<file path="src/verilog/int_err_pkg.sv">
// shared constants, types and helpers of the internal error log bank
package int_err_pkg;

	// register offsets, byte addresses on the plain register port
	localparam logic [7:0] NEXT_ORTH_OFS = 8'hc7;
	localparam logic [7:0] NONREC_LOG_OFS = 8'hc8;
	localparam logic [7:0] REC_LOG_OFS = 8'hcc;
	localparam logic [7:0] EMASK_OFS = 8'hd0;
	localparam logic [7:0] IRQ_STATUS_OFS = 8'he0;
	localparam logic [7:0] IRQ_MASK_OFS = 8'he4;

	// next orthogonal non-fatal register layout
	localparam int NEXT_WIDTH = 8;
	localparam int SMBUS_BIT = 1;
	localparam int TEST_PORT_BIT = 2;
	localparam int PERF_DONE_BIT = 3;
	localparam int SCRUB_SBE_BIT = 4;
	localparam logic [7:0] NEXT_W1C_BITS = 8'h1e;
	localparam logic [7:0] NEXT_RESET = 8'h00;

	// error log field positions
	localparam int LOG_COH_LSB = 0;
	localparam int LOG_BLOCK_LSB = 8;
	localparam int LOG_DIR_LSB = 13;
	localparam int LOG_SRC_LSB = 21;

	// detecting block codes
	localparam logic [2:0] BLK_PORTS_LOW = 3'h1;
	localparam logic [2:0] BLK_PORTS_HIGH = 3'h2;
	localparam logic [2:0] BLK_PORT_LAST = 3'h3;
	localparam logic [2:0] BLK_COHERENCY = 3'h4;
	localparam logic [2:0] BLK_DIRECTORY = 3'h5;
	localparam logic [2:0] BLK_IO_GATEWAY = 3'h6;

	// enable mask: writable bits, reset value, error number of scrub sbe
	localparam logic [31:0] EMASK_RW_BITS = 32'h037c2fff;
	localparam logic [31:0] EMASK_RESET = 32'h037c2fff;
	localparam logic [4:0] ERR_SCRUB_SBE = 5'h13;
	localparam logic [4:0] ERR_NUM_MAX = 5'h1a;

	// interrupt status and mask layout
	localparam int IRQ_WIDTH = 2;
	localparam int IRQ_NEXT_BIT = 0;
	localparam int IRQ_LOG_BIT = 1;
	localparam logic [1:0] IRQ_STATUS_RESET = 2'h0;
	localparam logic [1:0] IRQ_MASK_RESET = 2'h3;

	localparam int PERF_FLAGS = 4;
	localparam int TEST_FLAGS = 4;

	typedef struct packed {
		logic [7:0] addr;
		logic [31:0] wdata;
		logic wr;
		logic rd;
	} reg_req_type;

	typedef struct packed {
		logic scrub_sbe;
		logic [PERF_FLAGS-1:0] perf_done_flags;
		logic [TEST_FLAGS-1:0] test_port_status;
		logic smbus_error;
	} orth_event_type;

	typedef struct packed {
		logic [2:0] unaffiliated_port_unit_source;
		logic [7:0] dir_entry;
		logic [2:0] block;
		logic [6:0] coh_entry;
	} log_entry_type;

	typedef struct packed {
		logic valid;
		logic [4:0] err_num;
		log_entry_type entry;
	} log_req_type;

	// place a log entry into its 32-bit register image
	function automatic logic [31:0] log_image(input log_entry_type e);
		logic [31:0] v;
		v = 32'h0;
		v[LOG_SRC_LSB +: 3] = e.unaffiliated_port_unit_source;
		v[LOG_DIR_LSB +: 8] = e.dir_entry;
		v[LOG_BLOCK_LSB +: 3] = e.block;
		v[LOG_COH_LSB +: 7] = e.coh_entry;
		return v;
	endfunction

endpackage

</file>
<file path="src/verilog/sticky_flag_bank.sv">
// bank of write-one-to-clear flags where a set beats a clear
`timescale 1ns/1ps

module sticky_flag_bank #(
	parameter int W = 8,
	parameter logic [W-1:0] RESET = '0
) (
	input wire logic mclk_i,
	input wire logic rst_i,
	input wire logic [W-1:0] set_i,
	input wire logic [W-1:0] clr_i,
	output logic [W-1:0] flags_o
);
	import int_err_pkg::*;

	typedef struct packed {
		logic [W-1:0] flags;
	} state_type;

	state_type state_r;
	state_type state_nxt;

	// an event landing in the clearing cycle must not be lost
	always_comb begin
		state_nxt = state_r;
		state_nxt.flags = (state_r.flags & ~clr_i) | set_i;
		if (rst_i) begin
			state_nxt.flags = RESET;
		end
	end

	always_ff @(posedge mclk_i) begin
		state_r <= state_nxt;
	end

	assign flags_o = state_r.flags;
endmodule

</file>
<file path="src/verilog/err_log_capture.sv">
// one error log register, loaded whole on a capture strobe
`timescale 1ns/1ps

module err_log_capture (
	input wire logic mclk_i,
	input wire logic rst_i,
	input wire logic capture_i,
	input wire int_err_pkg::log_entry_type entry_i,
	output int_err_pkg::log_entry_type log_o
);
	import int_err_pkg::*;

	typedef struct packed {
		log_entry_type entry;
	} state_type;

	state_type state_r;
	state_type state_nxt;

	// fields are read-only to software; only a new capture moves them
	always_comb begin
		state_nxt = state_r;
		if (capture_i) begin
			state_nxt.entry = entry_i;
		end
		if (rst_i) begin
			state_nxt.entry = '0;
		end
	end

	always_ff @(posedge mclk_i) begin
		state_r <= state_nxt;
	end

	assign log_o = state_r.entry;
endmodule

</file>
<file path="src/verilog/internal_error_log_mask.sv">
// internal error next-log, error logs, enable mask and interrupt
`timescale 1ns/1ps

// Notes on behaviour
// - after the first orthogonal error is latched, later ones set next-log.
// - a snoop filter scrub single-bit error sets next-log bit 4.
// - next-log bit 3 is set by the OR of the perf-monitor done flags.
// - next-log bit 2 is set by the test-port stack error status bits.
// - next-log bit 1 is set by an SMBus stack error; 7:5 and 0 read zero.
// - unmasked non-recoverable internal errors load the non-recoverable log.
// - log bits 23:21 flag which I/O unit raised an unaffiliated-port error.
// - log bits 10:8 hold the code of the detecting block, 111 unused.
// - log bits 20:13 hold the directory entry, 6:0 the coherency entry.
// - the recoverable log has the same layout and never captures.
// - a mask bit of 0 enables its error, 1 suppresses; resets to ones.
// - mask bit n-1 belongs to error n; bits 31:26, 23, 17:14, 12 read zero.
module internal_error_log_mask (
	input wire logic mclk_i,
	input wire logic rst_i,
	input wire logic por_i,
	input wire int_err_pkg::reg_req_type req_i,
	output logic [31:0] rdata_o,
	input wire logic first_orth_logged_i,
	input wire int_err_pkg::orth_event_type orth_evt_i,
	input wire int_err_pkg::log_req_type log_req_i,
	output logic [31:0] emask_o,
	output logic irq_o
);
	import int_err_pkg::*;

	// register-side state; emask is sticky, the rest follows warm reset
	typedef struct packed {
		logic [31:0] rdata;
		logic [31:0] emask;
		logic [IRQ_WIDTH-1:0] irq_mask;
	} state_type;

	state_type state_r;
	state_type state_nxt;

	logic [NEXT_WIDTH-1:0] next_set;
	logic [NEXT_WIDTH-1:0] next_clr;
	logic [NEXT_WIDTH-1:0] next_flags;
	logic [IRQ_WIDTH-1:0] irq_set;
	logic [IRQ_WIDTH-1:0] irq_clr;
	logic [IRQ_WIDTH-1:0] irq_status;
	logic nonrec_capture;
	log_entry_type nonrec_log;
	log_entry_type rec_log;
	log_entry_type no_entry;
	logic wr_next;
	logic wr_emask;
	logic wr_irq_mask;
	logic rd_irq_status;

	// error n (1 to 26) is enabled unless its writable mask bit n-1 is one
	function automatic logic err_enabled(input logic [31:0] mask,
		input logic [4:0] num);
		logic [4:0] idx;
		idx = num - 5'h1;
		if (num == 5'h0 || num > ERR_NUM_MAX) begin
			return 1'b0;
		end
		return !(mask[idx] && EMASK_RW_BITS[idx]);
	endfunction

	// address decode of the plain register port
	assign wr_next = req_i.wr && (req_i.addr == NEXT_ORTH_OFS);
	assign wr_emask = req_i.wr && (req_i.addr == EMASK_OFS);
	assign wr_irq_mask = req_i.wr && (req_i.addr == IRQ_MASK_OFS);
	assign rd_irq_status = req_i.rd && (req_i.addr == IRQ_STATUS_OFS);

	// orthogonal events only reach next-log once the first one is held
	always_comb begin
		next_set = '0;
		if (first_orth_logged_i) begin
			next_set[SCRUB_SBE_BIT] = orth_evt_i.scrub_sbe &&
				err_enabled(state_r.emask, ERR_SCRUB_SBE);
			next_set[PERF_DONE_BIT] =
				|orth_evt_i.perf_done_flags;
			next_set[TEST_PORT_BIT] =
				|orth_evt_i.test_port_status;
			next_set[SMBUS_BIT] = orth_evt_i.smbus_error;
		end
	end

	// write-one clears only the defined bits; reserved ones never set
	assign next_clr = wr_next ?
		(req_i.wdata[NEXT_WIDTH-1:0] & NEXT_W1C_BITS) : '0;

	// sticky next-log survives warm reset, cleared only at power-on
	sticky_flag_bank #(
		.W(NEXT_WIDTH),
		.RESET(NEXT_RESET)
	) u_next_log (
		.mclk_i(mclk_i),
		.rst_i(por_i),
		.set_i(next_set & NEXT_W1C_BITS),
		.clr_i(next_clr),
		.flags_o(next_flags)
	);

	// capture only errors that the enable mask lets through
	assign nonrec_capture = log_req_i.valid &&
		err_enabled(state_r.emask, log_req_i.err_num);

	err_log_capture u_nonrec_log (
		.mclk_i(mclk_i),
		.rst_i(por_i),
		.capture_i(nonrec_capture),
		.entry_i(log_req_i.entry),
		.log_o(nonrec_log)
	);

	// no correctable datapath errors exist, so this log never loads
	assign no_entry = '0;

	err_log_capture u_rec_log (
		.mclk_i(mclk_i),
		.rst_i(por_i),
		.capture_i(1'b0),
		.entry_i(no_entry),
		.log_o(rec_log)
	);

	// interrupt events: any next-log set and any log capture
	always_comb begin
		irq_set = '0;
		irq_set[IRQ_NEXT_BIT] = |(next_set & NEXT_W1C_BITS);
		irq_set[IRQ_LOG_BIT] = nonrec_capture;
	end

	// reading the status register clears it, a same-cycle event wins
	assign irq_clr = rd_irq_status ? {IRQ_WIDTH{1'b1}} : '0;

	sticky_flag_bank #(
		.W(IRQ_WIDTH),
		.RESET(IRQ_STATUS_RESET)
	) u_irq_status (
		.mclk_i(mclk_i),
		.rst_i(rst_i),
		.set_i(irq_set),
		.clr_i(irq_clr),
		.flags_o(irq_status)
	);

	// next state of the register file and the registered read path
	always_comb begin
		state_nxt = state_r;
		state_nxt.rdata = 32'h0;
		if (wr_emask) begin
			// bit 25 stays writable; keeping it at one is up to software
			state_nxt.emask = req_i.wdata & EMASK_RW_BITS;
		end
		if (wr_irq_mask) begin
			state_nxt.irq_mask = req_i.wdata[IRQ_WIDTH-1:0];
		end
		if (req_i.rd) begin
			unique case (req_i.addr)
				NEXT_ORTH_OFS: begin
					state_nxt.rdata = {24'h0, next_flags};
				end
				NONREC_LOG_OFS: begin
					state_nxt.rdata = log_image(nonrec_log);
				end
				REC_LOG_OFS: begin
					state_nxt.rdata = log_image(rec_log);
				end
				EMASK_OFS: begin
					state_nxt.rdata = state_r.emask;
				end
				IRQ_STATUS_OFS: begin
					state_nxt.rdata = {30'h0, irq_status};
				end
				IRQ_MASK_OFS: begin
					state_nxt.rdata = {30'h0, state_r.irq_mask};
				end
				default: begin
					state_nxt.rdata = 32'h0; // unmapped reads zero
				end
			endcase
		end
		// warm reset touches the non-sticky part only
		if (rst_i) begin
			state_nxt.rdata = 32'h0;
			state_nxt.irq_mask = IRQ_MASK_RESET;
		end
		// power-on resets the register file, the sticky mask back to EMASK_RESET included
		if (por_i) begin
			state_nxt.rdata = 32'h0;
			state_nxt.irq_mask = IRQ_MASK_RESET;
			state_nxt.emask = EMASK_RESET;
		end
	end

	always_ff @(posedge mclk_i) begin
		state_r <= state_nxt;
	end

	// read data stand only in the cycle after the read strobe
	assign rdata_o = state_r.rdata;
	assign emask_o = state_r.emask;

	// level interrupt while any unmasked status bit is set
	assign irq_o = |(irq_status & ~state_r.irq_mask);
endmodule

</file>
<file path="config.mk">
export PLATFORM = sky130hd
export DESIGN_NAME = internal_error_log_mask
export DESIGN_NICKNAME = d
export VERILOG_FILES = /design/src/verilog/int_err_pkg.sv /design/src/verilog/sticky_flag_bank.sv /design/src/verilog/err_log_capture.sv /design/src/verilog/internal_error_log_mask.sv
export SDC_FILE = /design/constraint.sdc
export NUM_CORES = 1
export LEC_CHECK = 0
export BUFFER_PORTS_ARGS = -buffer_cell sky130_fd_sc_hd__buf_2
export CAP_MARGIN = 0
export CORE_UTILIZATION = 45
export CTS_BUF_LIST = sky130_fd_sc_hd__clkbuf_4 sky130_fd_sc_hd__clkbuf_8
export CTS_CLUSTER_DIAMETER = 80
export DETAILED_ROUTE_END_ITERATION = 8
export PLACE_DENSITY = 0.71
export SYNTH_ARGS = -nofsm -noshare
export SYNTH_HDL_FRONTEND = slang
export SYNTH_SLANG_ARGS = --single-unit
</file>
<file path="constraint.sdc">
create_clock -name mclk_i -period 2.9 [get_ports mclk_i]
set_input_delay 0.58 -clock mclk_i [delete_from_list [all_inputs] [get_ports mclk_i]]
set_output_delay 0.58 -clock mclk_i [all_outputs]
set_load 0.01 [all_outputs]
</file>
; ---- After elaboration in Yosys (flattened, before gate mapping)
; Memory sizes are Yosys's and may differ from the RTL's.
; Index checks and enable logic that the tools add are counted.
; W data, S select, Z words.
[word_totals]
latch_bits = 0
mem_count = 1
out_inout_bits = 65
romBits = 32
mem_bits_rw = 0
regBits = 85
[op_classes]
n_bitwise = 9
magnitude_cmp = 2
multipliers = 0
eq_ne = 5
add_sub_neg = 1
shift = 0
div_mod_pow = 0
reduce_logical = 17
mux = 10
[memory_table]
columns = memory, depth, word_bits, read_ports, rd_ports_with_merged_regs, write_ports, line_no
row1 = (no name shown), 32, 1, 1, 0, 0, internal_error_log_mask.sv:64  ; return !(mask[idx] && EMASK_RW_BITS[idx]);
[ops]
columns = operator, count
row1 = $pmux W26 S5, 1
row2 = $eq A8 B8 Y1 const B, 5
row3 = $reduce_or A4 Y1, 3
row4 = $and A8 B8 Y8, 1
row5 = $not A5 Y8, 1
row6 = $or A8 B5 Y8, 1
row7 = $logic_and A1 B1 Y1, 7
row8 = $lt A5 B6 Y1 const B, 1
row9 = $bmux W1 S5, 1
row10 = $gt A5 B5 Y1 const B, 1
row11 = $logic_not A5 Y1, 1
row12 = $mux W1, 5
row13 = $mux W5, 1
row14 = $sub A5 B1 Y5 const B, 1
row15 = $and A2 B2 Y2, 2
row16 = $mux W4, 1
row17 = $not A2 Y2, 2
row18 = $reduce_or A2 Y1, 2
row19 = $reduce_or A3 Y1, 1
row20 = $logic_not A1 Y1, 2
row21 = $mux W2, 1
row22 = $or A2 B2 Y2, 1
row23 = $logic_or A1 B1 Y1, 1
row24 = $not A1 Y1, 1

; ---- Depth between registers and ports, before layout
; Gate-level depths: netlist (run 1).
[depth]
depth_word = 8
mapped_depth = 10
mapped_depth_nobuf = 8

; ---- By module
; A second synthesis (run 1) with hierarchy kept.
[unflattened]
hier_cells = 497
area_unflattened_um2 = 4874.7
[by_module_without_submodules]
columns = mod, n_inst, cells_each, seq_area_each_um2, area_each_um2
row1 = internal_error_log_mask, 1, 320, 940.9, 2919.0
row2 = err_log_capture, 2, 68, 420.4, 752.0
row3 = sticky_flag_bank (u_next_log), 1, 33, 160.2, 381.6
row4 = sticky_flag_bank (u_irq_status), 1, 8, 40.0, 70.1

; ---- Worst setup path before layout (run 1)
; No wires, ideal clock.
[synth_timing]
kind = in2reg
startpoint = input log_req_i[21] (netlist bit)
endpoint = register u_nonrec_log.state_r, in the netlist u_nonrec_log.log_o[11]
setup_ns = 0.072
arrival_ns = 2.481
path_slack_ns = 0.348
cell_stages = 9
cell_sequence = buf_6 inv_1 ha_1 or3b_2 nor2_1 a21oi_1 a211oi_4 buf_6 mux2i_1
[synth_via]
elab_chain_len = 7
[synth_rtl]
columns = item, line_no
row1 = start: declaration, internal_error_log_mask.sv:25  ; input wire int_err_pkg::log_req_type log_req_i,
row2 = $sub A5 B1 Y5, internal_error_log_mask.sv:60  ; idx = num - 5'h1;
row3 = $mem_v2 Z32 W1 / $bmux W1 S5 (equally long branches), n/a
row4 = $mux W1 (implied by the code), internal_error_log_mask.sv:64
row5 = $logic_and A1 B1 Y1, internal_error_log_mask.sv:64
row6 = $logic_not A1 Y1, internal_error_log_mask.sv:64
row7 = $mux W1 (*), internal_error_log_mask.sv:64
row8 = $logic_and A1 B1 Y1 (*), internal_error_log_mask.sv:104  ; assign nonrec_capture = log_req_i.valid &&
row9 = end signal: assignment, err_log_capture.sv:32  ; state_r <= state_nxt;
row10 = end: declaration, err_log_capture.sv:17  ; state_type state_r;
; Mark *: on every way between the ends. The rest lies on a longest branch, timed or not. The select of a mux whose other input is x is not followed.
; A chain may end at the register's enable or synchronous reset.

; ---- Worst setup path in the final report (run 1)
[layout_timing]
startpoint = input log_req_i[21] (netlist bit)
endpoint = register u_nonrec_log.state_r, in the netlist u_nonrec_log.log_o[16]
; Same word-level chain as after synthesis.

==> metrics.md, run 1 <==
| Metric | Value |
|---|---|
| Outcome | `finished clean` |
| Max FO, Critical Path | `14` |
| IO Port Bufs | `around 120` |
| Worst Setup End Kind | `register` |
| Sw Pwr | `0.512 mW` |
| Cell internal pwr | `1.70 mW` |
| Sw Share | `between 20% and 30%` |
| FP Rows | `32` |
| Post-DP Area | `roughly 4100 um2` |
| Clock power frac | `41.9%` |
| Max-slew violation count | `0` |
| Total GRT Usage | `20.5%` |
| Sequential cell fraction of total power | `47.9%` |
| Die width | `93.3 um` |
| Final nets | `577` |
| Gp weighted congestion | `0.868` |
| Root Buffer | `clkbuf_8` |
| Pwr dens | `514 nW/um2` |
| Initial Util | `between 40 and 50%` |
| Final Setup Violations | `0` |
| Fin cells | `598` |
| Antenna diodes | `0` |
| H-tree depth | `3` |
| Final core utilization | `54.5%` |
| Comb pwr share | `10.2%` |
| Layout filler cell count | `765` |
| Area grow syn2layout | `14.6%` |
| Slowest CP cell | `a211oi_4` |
| Post-synthesis register bit count | `74` |
| Met3 usage in global routing | `under 10%` |
| Share of cells above drive strength 1 | `32.3%` |
| Minimum clock period | `2620 ps` |
| GR Layer Usage met1 | `28.3%` |
| Remaining antenna violation count after routing | `0` |
| Post-DP HPWL | `6.28 mm` |
| Syn_area_per_cell | `8.97 um2` |
| HP Class | `input port to register` |
| Period Utilization, post-route | `between 90% and 100%` |
| Crit-path max cell delay | `around 660 ps` |
| Worst Path Buf+Inv | `3` |
| CTS Hold Buffers Added | `0` |
| TritonCTS Sinks | `74` |
| Slew @ Worst Pin | `736 ps` |
| Crit path max-delay family | `compound AO/OA/AOI/OAI gates` |
| Ys Warns | `0` |
| First-pass GRT wire length | `~14 mm` |
| Number of global-route vias before repair | `2805` |
| Dpl cells | `between 500 and 600` |
| DR pass1 iterations | `4` |
| Die Footprint | `slightly below 9000 um2` |
| Initial DRC Count | `111` |
| Tot Pwr | `2.21 mW` |
| Post-Route WL | `8.70 mm` |
| RSZ-0062 raised after global routing | `no` |
| Post-synth cell types | `40` |
| Height of the die | `93.3 um` |
| WL per Instance | `14.5 um` |
| Relative slew slack | `between 50% and 60%` |
| Maxcap violations | `0` |
| Most frequent cells in the layout | `buf_2, dfxtp_1, nand2_1` |
| Post_cts resized | `0` |
| CTS Buffer Depth | `2` |
| Core area | `roughly 8000 um2` |
| Critical path cell sequence | `buf_2, inv_1, ha_1, or3b_2, nor2_1, a21oi_1, a211oi_4, buf_12, mux2i_1` |
| Commonest non-fill, non-tap cell in the layout | `buf_2` |
| Synthesized area | `3750 um2` |
| Critical path required time | `about 3200 ps` |
| TNS Setup | `0 ps` |
| Num ports | `148` |
| CP arrival | `2890 ps` |
| Clk_skew | `11.9 ps` |
| Leakage power | `~2 nW` |
| Initial antenna violation count | `0` |
| Maximum VDD drop | `0.000196 V` |
| Final Hold Vio Count | `0` |
| CTS Buf Count | `9` |
| DR vias/cell | `4.94` |
| Fmax | `roughly 0.38 GHz` |
| Residual DRC count | `0` |
| Largest net degree at the start of global routing | `67` |
| Worst-path clk slew | `70 ps` |
| Syn Inst Count | `418` |
| WS Path Type | `input port to register` |
| Cell area after layout | `around 4300 um2` |
| Met2 Use GR | `31.2%` |
| Worst-skew pair later-pin latency | `350 ps` |
| Startpoint Class | `input port` |
| Register area share after synthesis | `39.5%` |
| Grt total ovfl | `0` |
| Most crowded layer after global routing | `met2` |
| Setup Buffers After CTS | `0` |
| CTS tree | `built` |
| Via count | `2955` |
[per-stage QoR]
stage / hold slack, ps / worst slack, ps
after floorplan: 430 / 348
after global placement: 444 / -6.51
after detailed placement: 452 / -82.3
after CTS: 427 / 277
after global routing: 428 / 120
final: 431 / 277
[flip-flops by register name, indices dropped and copies added, names as in the netlist]
register / cells
emask_o: 20
rdata_o: 25
state_r: 2
u_irq_status.flags_o: 2
u_next_log.flags_o: 4
u_nonrec_log.log_o: 21
[final timing paths]
| check | startpoint | endpoint | slack [ps] | cells past startpoint |
|---|---|---|---|---|
| worst max-delay path | log_req_i[21] | u_nonrec_log.log_o[16] | 280 | 9 |
| worst min-delay path | rst_i | u_irq_status.flags_o[1] | 430 | 2 |
| worst max register to register | emask_o[3] | u_nonrec_log.log_o[16] | 780 | 6 |
| worst min register to register | u_irq_status.flags_o[1] | u_irq_status.flags_o[1] | 460 | 2 |
[power groups by stage]
stage	sequential (mW)	clock, mW	combinational, mW
finish	1.06	0.925	0.226
global route	1.06	0.989	0.248
CTS	1.06	0.940	0.227
detailed placement	1.08	0	0.225
global placement	1.08	0	0.220
floorplan	1.08	0	0.157
[final cells by class]
class | count | area (um2) | share of cell area (%)
clock buffer | 12 | 159 | 3.70
clock inverter | 4 | 73.8 | 1.72
multi-input combinational | 271 | 1740 | 40.5
tap | 102 | 128 | 2.97
sequential | 74 | 1480 | 34.5
timing repair buffer | 130 | 698 | 16.2
inverter | 5 | 18.8 | 0.437
[layer usage]
layer  share of wire, %  vias up
li1                   -     1470
met1                 47     1347
met2                 45      130
met3                6.7        8
met4               0.89        0
met5                  0        -
[logic make-up (layout without fill, tap and decap cells)]
family	Yosys count	in the layout	share of synthesized area (%)
AND/OR/NAND/NOR	179	179	26.0
buffers and inverters	91	151	16.1
flip-flops	74	74	39.5
AO/OA/AOI/OAI	37	37	7.47
multiplexers	30	30	9.11
adder cells (fa/ha/maj)	3	3	1.00
XOR/XNOR	3	3	0.701
other	1	19	0.100
[cell usage after synthesis (all sizes together)]
library cell / n / area [um2]
mux4: 3 / 67.6
dfxtp: 74 / 1480
buf: 68 / 519
nand2: 60 / 225
or2: 1 / 6.26
nor4bb: 1 / 10.0
o311ai: 1 / 8.76
conb: 1 / 3.75
and2: 3 / 18.8
mux2i: 24 / 240
and3: 11 / 68.8
clkbuf: 18 / 67.6
nor3: 3 / 15.0
nor3b: 2 / 15.0
a22oi: 13 / 97.6
o22ai: 1 / 6.26
mux2: 3 / 33.8
xor2: 2 / 17.5
inv: 5 / 18.8
nor4b: 1 / 23.8
nor2: 23 / 86.3
nand2b: 42 / 263
or3b: 2 / 17.5
nand3b: 22 / 165
xnor2: 1 / 8.76
o41ai: 3 / 26.3
and4: 1 / 8.76
o211ai: 1 / 7.51
nand3: 3 / 15.0
nor2b: 2 / 12.5
a41oi: 1 / 8.76
and4b: 1 / 10.0
o21ai: 2 / 10.0
a21oi: 9 / 45.0
ha: 3 / 37.5
nor4: 1 / 12.5
a211oi: 1 / 20.0
a222oi: 5 / 50.1
(Power assumes the default switching activity.)
==> run 2: changes to the inputs <==
--- a/config.mk
+++ b/config.mk
@@ -7,11 +7,13 @@
 export LEC_CHECK = 0
 export BUFFER_PORTS_ARGS = -buffer_cell sky130_fd_sc_hd__buf_2
 export CAP_MARGIN = 0
+export CORE_ASPECT_RATIO = 0.5
 export CORE_UTILIZATION = 45
 export CTS_BUF_LIST = sky130_fd_sc_hd__clkbuf_4 sky130_fd_sc_hd__clkbuf_8
 export CTS_CLUSTER_DIAMETER = 80
 export DETAILED_ROUTE_END_ITERATION = 8
 export PLACE_DENSITY = 0.71
+export RECOVER_POWER = 100
 export SYNTH_ARGS = -nofsm -noshare
 export SYNTH_HDL_FRONTEND = slang
 export SYNTH_SLANG_ARGS = --single-unit
==> run 2 against run 1 <==
  * Via count decreased by 0.85%
  * Wire length decreased by 1.9%
  * Largest cell class unchanged
  * Global-route usage decreased by 0.056 points
  * First-iteration DRC count increased by 23%
  * Count of clock-buffer cells in the layout increased by 1
  * Utilization decreased by 2.9 points
  * Sequential power about the same
  * Sequential cell count unchanged
==> metrics.md, run 2 (synthesis results as in run 1) <==
| Metric | Value |
|---|---|
| Commonest non-fill, non-tap cell in the layout | `dfxtp_1` |
| Post-Route WL | `8.53 mm (-1.9%)` |
| Period Utilization, post-route | `86.0% (-4.4 points)` |
| Setup Buffers After CTS | `0 (unchanged)` |
| Worst Setup EP | `u_nonrec_log.log_o[12]` |
| Worst R2R Setup Slack | `850 ps (+70 ps)` |
| Levels on crit path | `9 (unchanged)` |
| Area grow syn2layout | `10.4%` |
| First-pass GRT wire length | `13.4 mm (-1.6%)` |
| DR vias/cell | `4.89 (-1.0%)` |
| Maximum VDD drop | `0.000244 V (+25%)` |
| Remaining antenna violation count after routing | `0 (unchanged)` |
| RSZ-0062 raised after global routing | `no` |
| Post_cts resized | `0 (unchanged)` |
| Hold Path Depth | `2 (unchanged)` |
| FP Rows | `23 (-28%)` |
| Largest register FFs | `25 (unchanged)` |
| Final Setup Violations | `0 (unchanged)` |
| Critical path required time | `3170 ps (about the same)` |
| Worst-skew pair later-pin latency | `340 ps (about the same)` |
| CP arrival | `2770 ps (-120 ps)` |
| Crit-path max cell delay | `500 ps (-160 ps)` |
| HP Class | `input port to register` |
| DR pass1 iterations | `5 (+1)` |
| WL per Instance | `14.2 um (-2.0%)` |
| Worst r2r dst | `u_nonrec_log.log_o[12]` |
| Fmax | `0.401 GHz (+5.1%)` |
| R2r startpoint | `emask_o[6]` |
| Clock power frac | `39.6% (-2.3 points)` |
| Gp weighted congestion | `0.842 (-2.9%)` |
| Most frequent cells in the layout | `dfxtp_1, buf_2, nand2_1` |
| Crit path max-delay family | `simple AND/OR/NAND/NOR gates` |
| Antenna diodes | `0 (unchanged)` |
| Critical path cell sequence | `clkbuf_1, inv_1, ha_1, or3b_2, nor2_1, nor4b_4, a211oi_1, buf_12, mux2i_1` |
| CTS tree | `built` |
| Relative slew slack | `28.9% (-22 points)` |
| Minimum clock period | `2500 ps (-128 ps)` |
| Root Buffer | `clkbuf_8` |
| Number of global-route vias before repair | `2718 (-3.1%)` |
| Initial antenna violation count | `0 (unchanged)` |
| Worst Setup End Kind | `register` |
| Crit. Startpoint | `log_req_i[21]` |
| Startpoint Class | `input port` |
| Via count | `2930 (-0.85%)` |
| Residual DRC count | `0 (unchanged)` |
| CTS Hold Buffers Added | `0 (unchanged)` |
| Final nets | `569 (-1.4%)` |
| Die width | `131 um (+41%)` |
| Cell internal pwr | `1.62 mW (-4.6%)` |
| Num ports | `148 (unchanged)` |
| Core area | `8030 um2 (+1.8%)` |
| WS Path Type | `input port to register` |
| Max-slew violation count | `0 (unchanged)` |
| Leakage power | `1.85 nW (-10%)` |
| Sw Share | `23.3% (+0.065 points)` |
| Layout filler cell count | `795 (+3.9%)` |
| Die Footprint | `8720 um2 (+0.26%)` |
| H-tree depth | `3 (unchanged)` |
| IO Port Bufs | `116 (unchanged)` |
| Height of the die | `66.6 um (-29%)` |
| CTS Buffer Depth | `2 (unchanged)` |
| WHS | `427 ps (-4.38 ps)` |
| Comb pwr share | `10.2% (about the same)` |
| Total GRT Usage | `20.5% (-0.056 points)` |
| Slew @ Worst Pin | `1070 ps (+330 ps)` |
| Max FO, Critical Path | `22 (+8)` |
| CTS Buf Count | `9 (unchanged)` |
| Share of cells above drive strength 1 | `20.1% (-12 points)` |
| Largest net degree at the start of global routing | `67 (unchanged)` |
| Sw Pwr | `0.491 mW (-4.2%)` |
| Outcome | `finished clean` |
| Worst Path Buf+Inv | `3 (unchanged)` |
| Sequential cell fraction of total power | `50.2% (+2.3 points)` |
| FF-to-FF path depth | `6 (unchanged)` |
| Grt total ovfl | `0 (unchanged)` |
| Maxcap violations | `0 (unchanged)` |
| Initial DRC Count | `136 (+23%)` |
| Final Hold Vio Count | `0 (unchanged)` |
| Slowest CP cell | `or3b_2` |
| Clk_skew | `6.03 ps (-5.87 ps)` |
| Post-DP HPWL | `6.01 mm (-4.2%)` |
| TNS Setup | `0 ps (unchanged)` |
| Worst-path clk slew | `70 ps (about the same)` |
| Initial Util | `46.7% (-0.84 points)` |
| Pwr dens | `510 nW/um2 (-0.85%)` |
| TritonCTS Sinks | `74 (unchanged)` |
[run 2: area by class of cell]
class	count	area, um2	area share (%)
clock buffer	13	173	4.17
clock inverter	2	35.0	0.846
inverter	5	18.8	0.453
multi-input combinational	271	1720	41.6
sequential	74	1480	35.8
tap	112	140	3.38
timing repair buffer	122	571	13.8
[run 2: routing by layer]
metal	part of all wire, %	vias to the layer above	GRT usage [%]
li1	-	1466	-
met1	48	1366	26.5
met2	47	94	33.8
met3	5.0	4	4.90
met4	0.64	0	6.03
met5	0	-	0
[run 2: worst min path at each step]
stage,end,start
final,u_irq_status.flags_o[1],rst_i
after floorplan,u_irq_status.flags_o[1],u_irq_status.flags_o[1]
after CTS,u_irq_status.flags_o[1],rst_i
after global routing,u_irq_status.flags_o[1],rst_i
after detailed placement,rdata_o[1],u_nonrec_log.log_o[1]
after global placement,u_irq_status.flags_o[1],u_irq_status.flags_o[1]
[run 2: power by group through the flow]
stage                     clock (mW)  combinational [mW]  sequential (mW)
final                          0.836               0.215             1.06
after global routing           0.903               0.236             1.06
after CTS                      0.868               0.220             1.06
after detailed placement           0               0.218             1.08
after global placement             0               0.214             1.08
after floorplan                    0               0.157             1.08
[run 2: stage by stage]
stage	std cells	setup WS (ps)	total power, mW	util, %	instance area [um2]
after detailed placement	584	150	1.30	50.1	4020
final	599	405	2.11	51.6	4140
after global placement	584	236	1.30	50.1	4020
after CTS	599	521	2.15	52.6	4230
after global routing	599	265	2.20	51.6	4140
after floorplan	436	348	1.23	-	3820
==> run 3: changes to the inputs <==
--- a/config.mk
+++ b/config.mk
@@ -5,7 +5,7 @@
 export SDC_FILE = /design/constraint.sdc
 export NUM_CORES = 1
 export LEC_CHECK = 0
-export BUFFER_PORTS_ARGS = -buffer_cell sky130_fd_sc_hd__buf_2
+export BUFFER_PORTS_ARGS = -buffer_cell sky130_fd_sc_hd__buf_4
 export CAP_MARGIN = 0
 export CORE_ASPECT_RATIO = 0.5
 export CORE_UTILIZATION = 45
==> run 3 against run 2 <==
  * Global-route usage hardly changed
  * Largest power group unchanged
  * Critical path depth stayed put
  * Maximum frequency is 1.3% lower
  * Via count is 0.99% lower
  * Highest routed layer unchanged
  * Sequential share of layout area is 0.93 points lower
  * Count of clock-buffer cells in the layout is 1 lower
==> metrics.md, run 3 (synthesis results as in run 1) <==
| Metric | Value |
|---|---|
| Fin cells | `598 (-0.17%)` |
| Number of global-route vias before repair | `2704 (-0.52%)` |
| Crit path max-delay family | `multiplexers` |
| Post_cts resized | `0 (unchanged)` |
| Slowest CP cell | `ha_1` |
| Area grow syn2layout | `13.4%` |
| Fmax | `0.396 GHz (-1.3%)` |
| Final WS setup | `373 ps (-32.1 ps)` |
| Slew @ Worst Pin | `1030 ps (-34.4 ps)` |
| WL per Instance | `14.1 um (-0.67%)` |
| Initial DRC Count | `147 (+8.1%)` |
| Initial antenna violation count | `0 (unchanged)` |
| WHS | `413 ps (-13.5 ps)` |
| Gp weighted congestion | `0.825 (-2.0%)` |
| Worst-skew pair later-pin latency | `340 ps (about the same)` |
| Remaining antenna violation count after routing | `0 (unchanged)` |
| DR pass1 iterations | `4 (-1)` |
| Antenna diodes | `0 (unchanged)` |
| Dpl cells | `584 (unchanged)` |
| FF-to-FF path depth | `6 (unchanged)` |
| Setup Slack @ Placement | `151 ps (+0.583 ps)` |
| Via count | `2901 (-0.99%)` |
| Clk_skew | `5.92 ps (-0.110 ps)` |
| Worst r2r dst | `u_nonrec_log.log_o[12]` |
| Worst Setup End Kind | `register` |
| DR vias/cell | `4.85 (-0.82%)` |
| Relative slew slack | `31.2% (+2.3 points)` |
| Pwr dens | `468 nW/um2 (-8.1%)` |
| Largest net degree at the start of global routing | `68 (+1.5%)` |
| Initial Util | `46.7% (unchanged)` |
| TritonCTS Sinks | `74 (unchanged)` |
| TNS Setup | `0 ps (unchanged)` |
| Root Buffer | `clkbuf_8` |
| WHS Endpoint | `u_irq_status.flags_o[0]` |
| Height of the die | `66.6 um (unchanged)` |
| CTS Buf Count | `9 (unchanged)` |
| Worst R2R Setup Slack | `740 ps (-110 ps)` |
| Post-DP HPWL | `6.04 mm (+0.46%)` |
| Die Footprint | `8720 um2 (unchanged)` |
| Minimum clock period | `2530 ps (+32.1 ps)` |
| RSZ-0062 raised after global routing | `no` |
| Final Setup Violations | `0 (unchanged)` |
| CTS Buffer Depth | `2 (unchanged)` |
| Maximum VDD drop | `0.000187 V (-23%)` |
| Critical path required time | `3120 ps (-50 ps)` |
| HP Class | `input port to register` |
| Final Hold Vio Count | `0 (unchanged)` |
| Die width | `131 um (unchanged)` |
| Most frequent cells in the layout | `dfxtp_1, buf_4, nand2_1` |
| H-tree depth | `3 (unchanged)` |
| Critical path cell sequence | `clkbuf_1, inv_1, ha_1, mux4_2, mux2_2, nor4b_2, a211oi_4, clkbuf_2, mux2i_1` |
| Setup Buffers After CTS | `0 (unchanged)` |
| Worst-path clk slew | `70 ps (about the same)` |
| WS Path Type | `input port to register` |
| CP arrival | `2750 ps (-20 ps)` |
| Core area | `8030 um2 (unchanged)` |
| Largest register FFs | `25 (unchanged)` |
| Commonest non-fill, non-tap cell in the layout | `dfxtp_1` |
| First-pass GRT wire length | `13.2 mm (-1.3%)` |
| Share of cells above drive strength 1 | `20.2% (+0.041 points)` |
| Leakage power | `1.88 nW (+1.2%)` |
| Max-slew violation count | `0 (unchanged)` |
| CTS tree | `built` |
| Hold Crit Start | `rst_i` |
| Total GRT Usage | `20.5% (+0.031 points)` |
| Maxcap violations | `0 (unchanged)` |
| FP Rows | `23 (unchanged)` |
| Post-Route WL | `8.46 mm (-0.83%)` |
| Startpoint Class | `input port` |
| Period Utilization, post-route | `87.1% (+1.1 points)` |
| Num ports | `148 (unchanged)` |
| Final nets | `569 (unchanged)` |
| Max FO, Critical Path | `10 (-55%)` |
| Worst Path Buf+Inv | `3 (unchanged)` |
| Residual DRC count | `0 (unchanged)` |
| Crit. Startpoint | `log_req_i[21]` |
| Outcome | `finished clean` |
| Hold Path Depth | `2 (unchanged)` |
| Grt total ovfl | `0 (unchanged)` |
| R2r startpoint | `emask_o[6]` |
| CTS Hold Buffers Added | `0 (unchanged)` |
| Crit-path max cell delay | `450 ps (-50 ps)` |
| IO Port Bufs | `116 (unchanged)` |
-- run 3: cell types whose count changed in the layout (fill, tap and decap cells not counted), moves of 3 or more --
cell,change
buf_4,+66
clkbuf_8,-3
buf_2,-68
clkbuf_4,+3
-- run 3: how the worst max path moves through the flow --
stage	end	slack, ps	cells after the start
after global placement	u_nonrec_log.log_o[3]	210	9
final	u_nonrec_log.log_o[12]	370	9
after detailed placement	u_nonrec_log.log_o[2]	150	9
after CTS	u_nonrec_log.log_o[2]	510	9
after global routing	u_nonrec_log.log_o[19]	220	9
after floorplan	u_nonrec_log.log_o[11]	350	9
-- run 3: layout make-up --
class                   instances  area [um2]
clock buffers                  12         146
clock inverters                 2        16.3
repair buffers                122         722
multi-input cells             271        1730
flip-flops and latches         74        1480
fillers                       852        3780
well taps                     112         140
inverters                       5        18.8
-- run 3: through the flow --
step / area (um2) / power (mW) / utilization, %
2_1_floorplan: 3820 / 1.23 / -
3_3_place_gp: 4300 / 1.32 / 53.5
3_5_place_dp: 4300 / 1.32 / 53.5
4_1_cts: 4460 / 2.01 / 55.5
5_1_grt: 4250 / 2.09 / 53.0
6_report: 4250 / 1.99 / 53.0
-- run 3: metal layers --
metal,vias to the layer above,track usage (%),wire [um]
li1,1449,-,-
met1,1345,26.7,4030
met2,101,33.6,3900
met3,6,5.62,475
met4,0,5.03,58
met5,-,0,0
-- run 3: where the power goes --
group	leakage (nW)	internal, mW	switching (mW)
combinational	1.19	0.127	0.110
clock	0.0828	0.332	0.362
sequential	0.601	1.04	0.0152
total	1.88	1.50	0.487
-- run 3: worst register-to-register path: stages (launching register included) --
cell,delay [ps]
dfxtp_1,370
mux4_2,460
mux2_2,290
nor4b_2,380
a211oi_4,90
clkbuf_2,270
mux2i_1,180
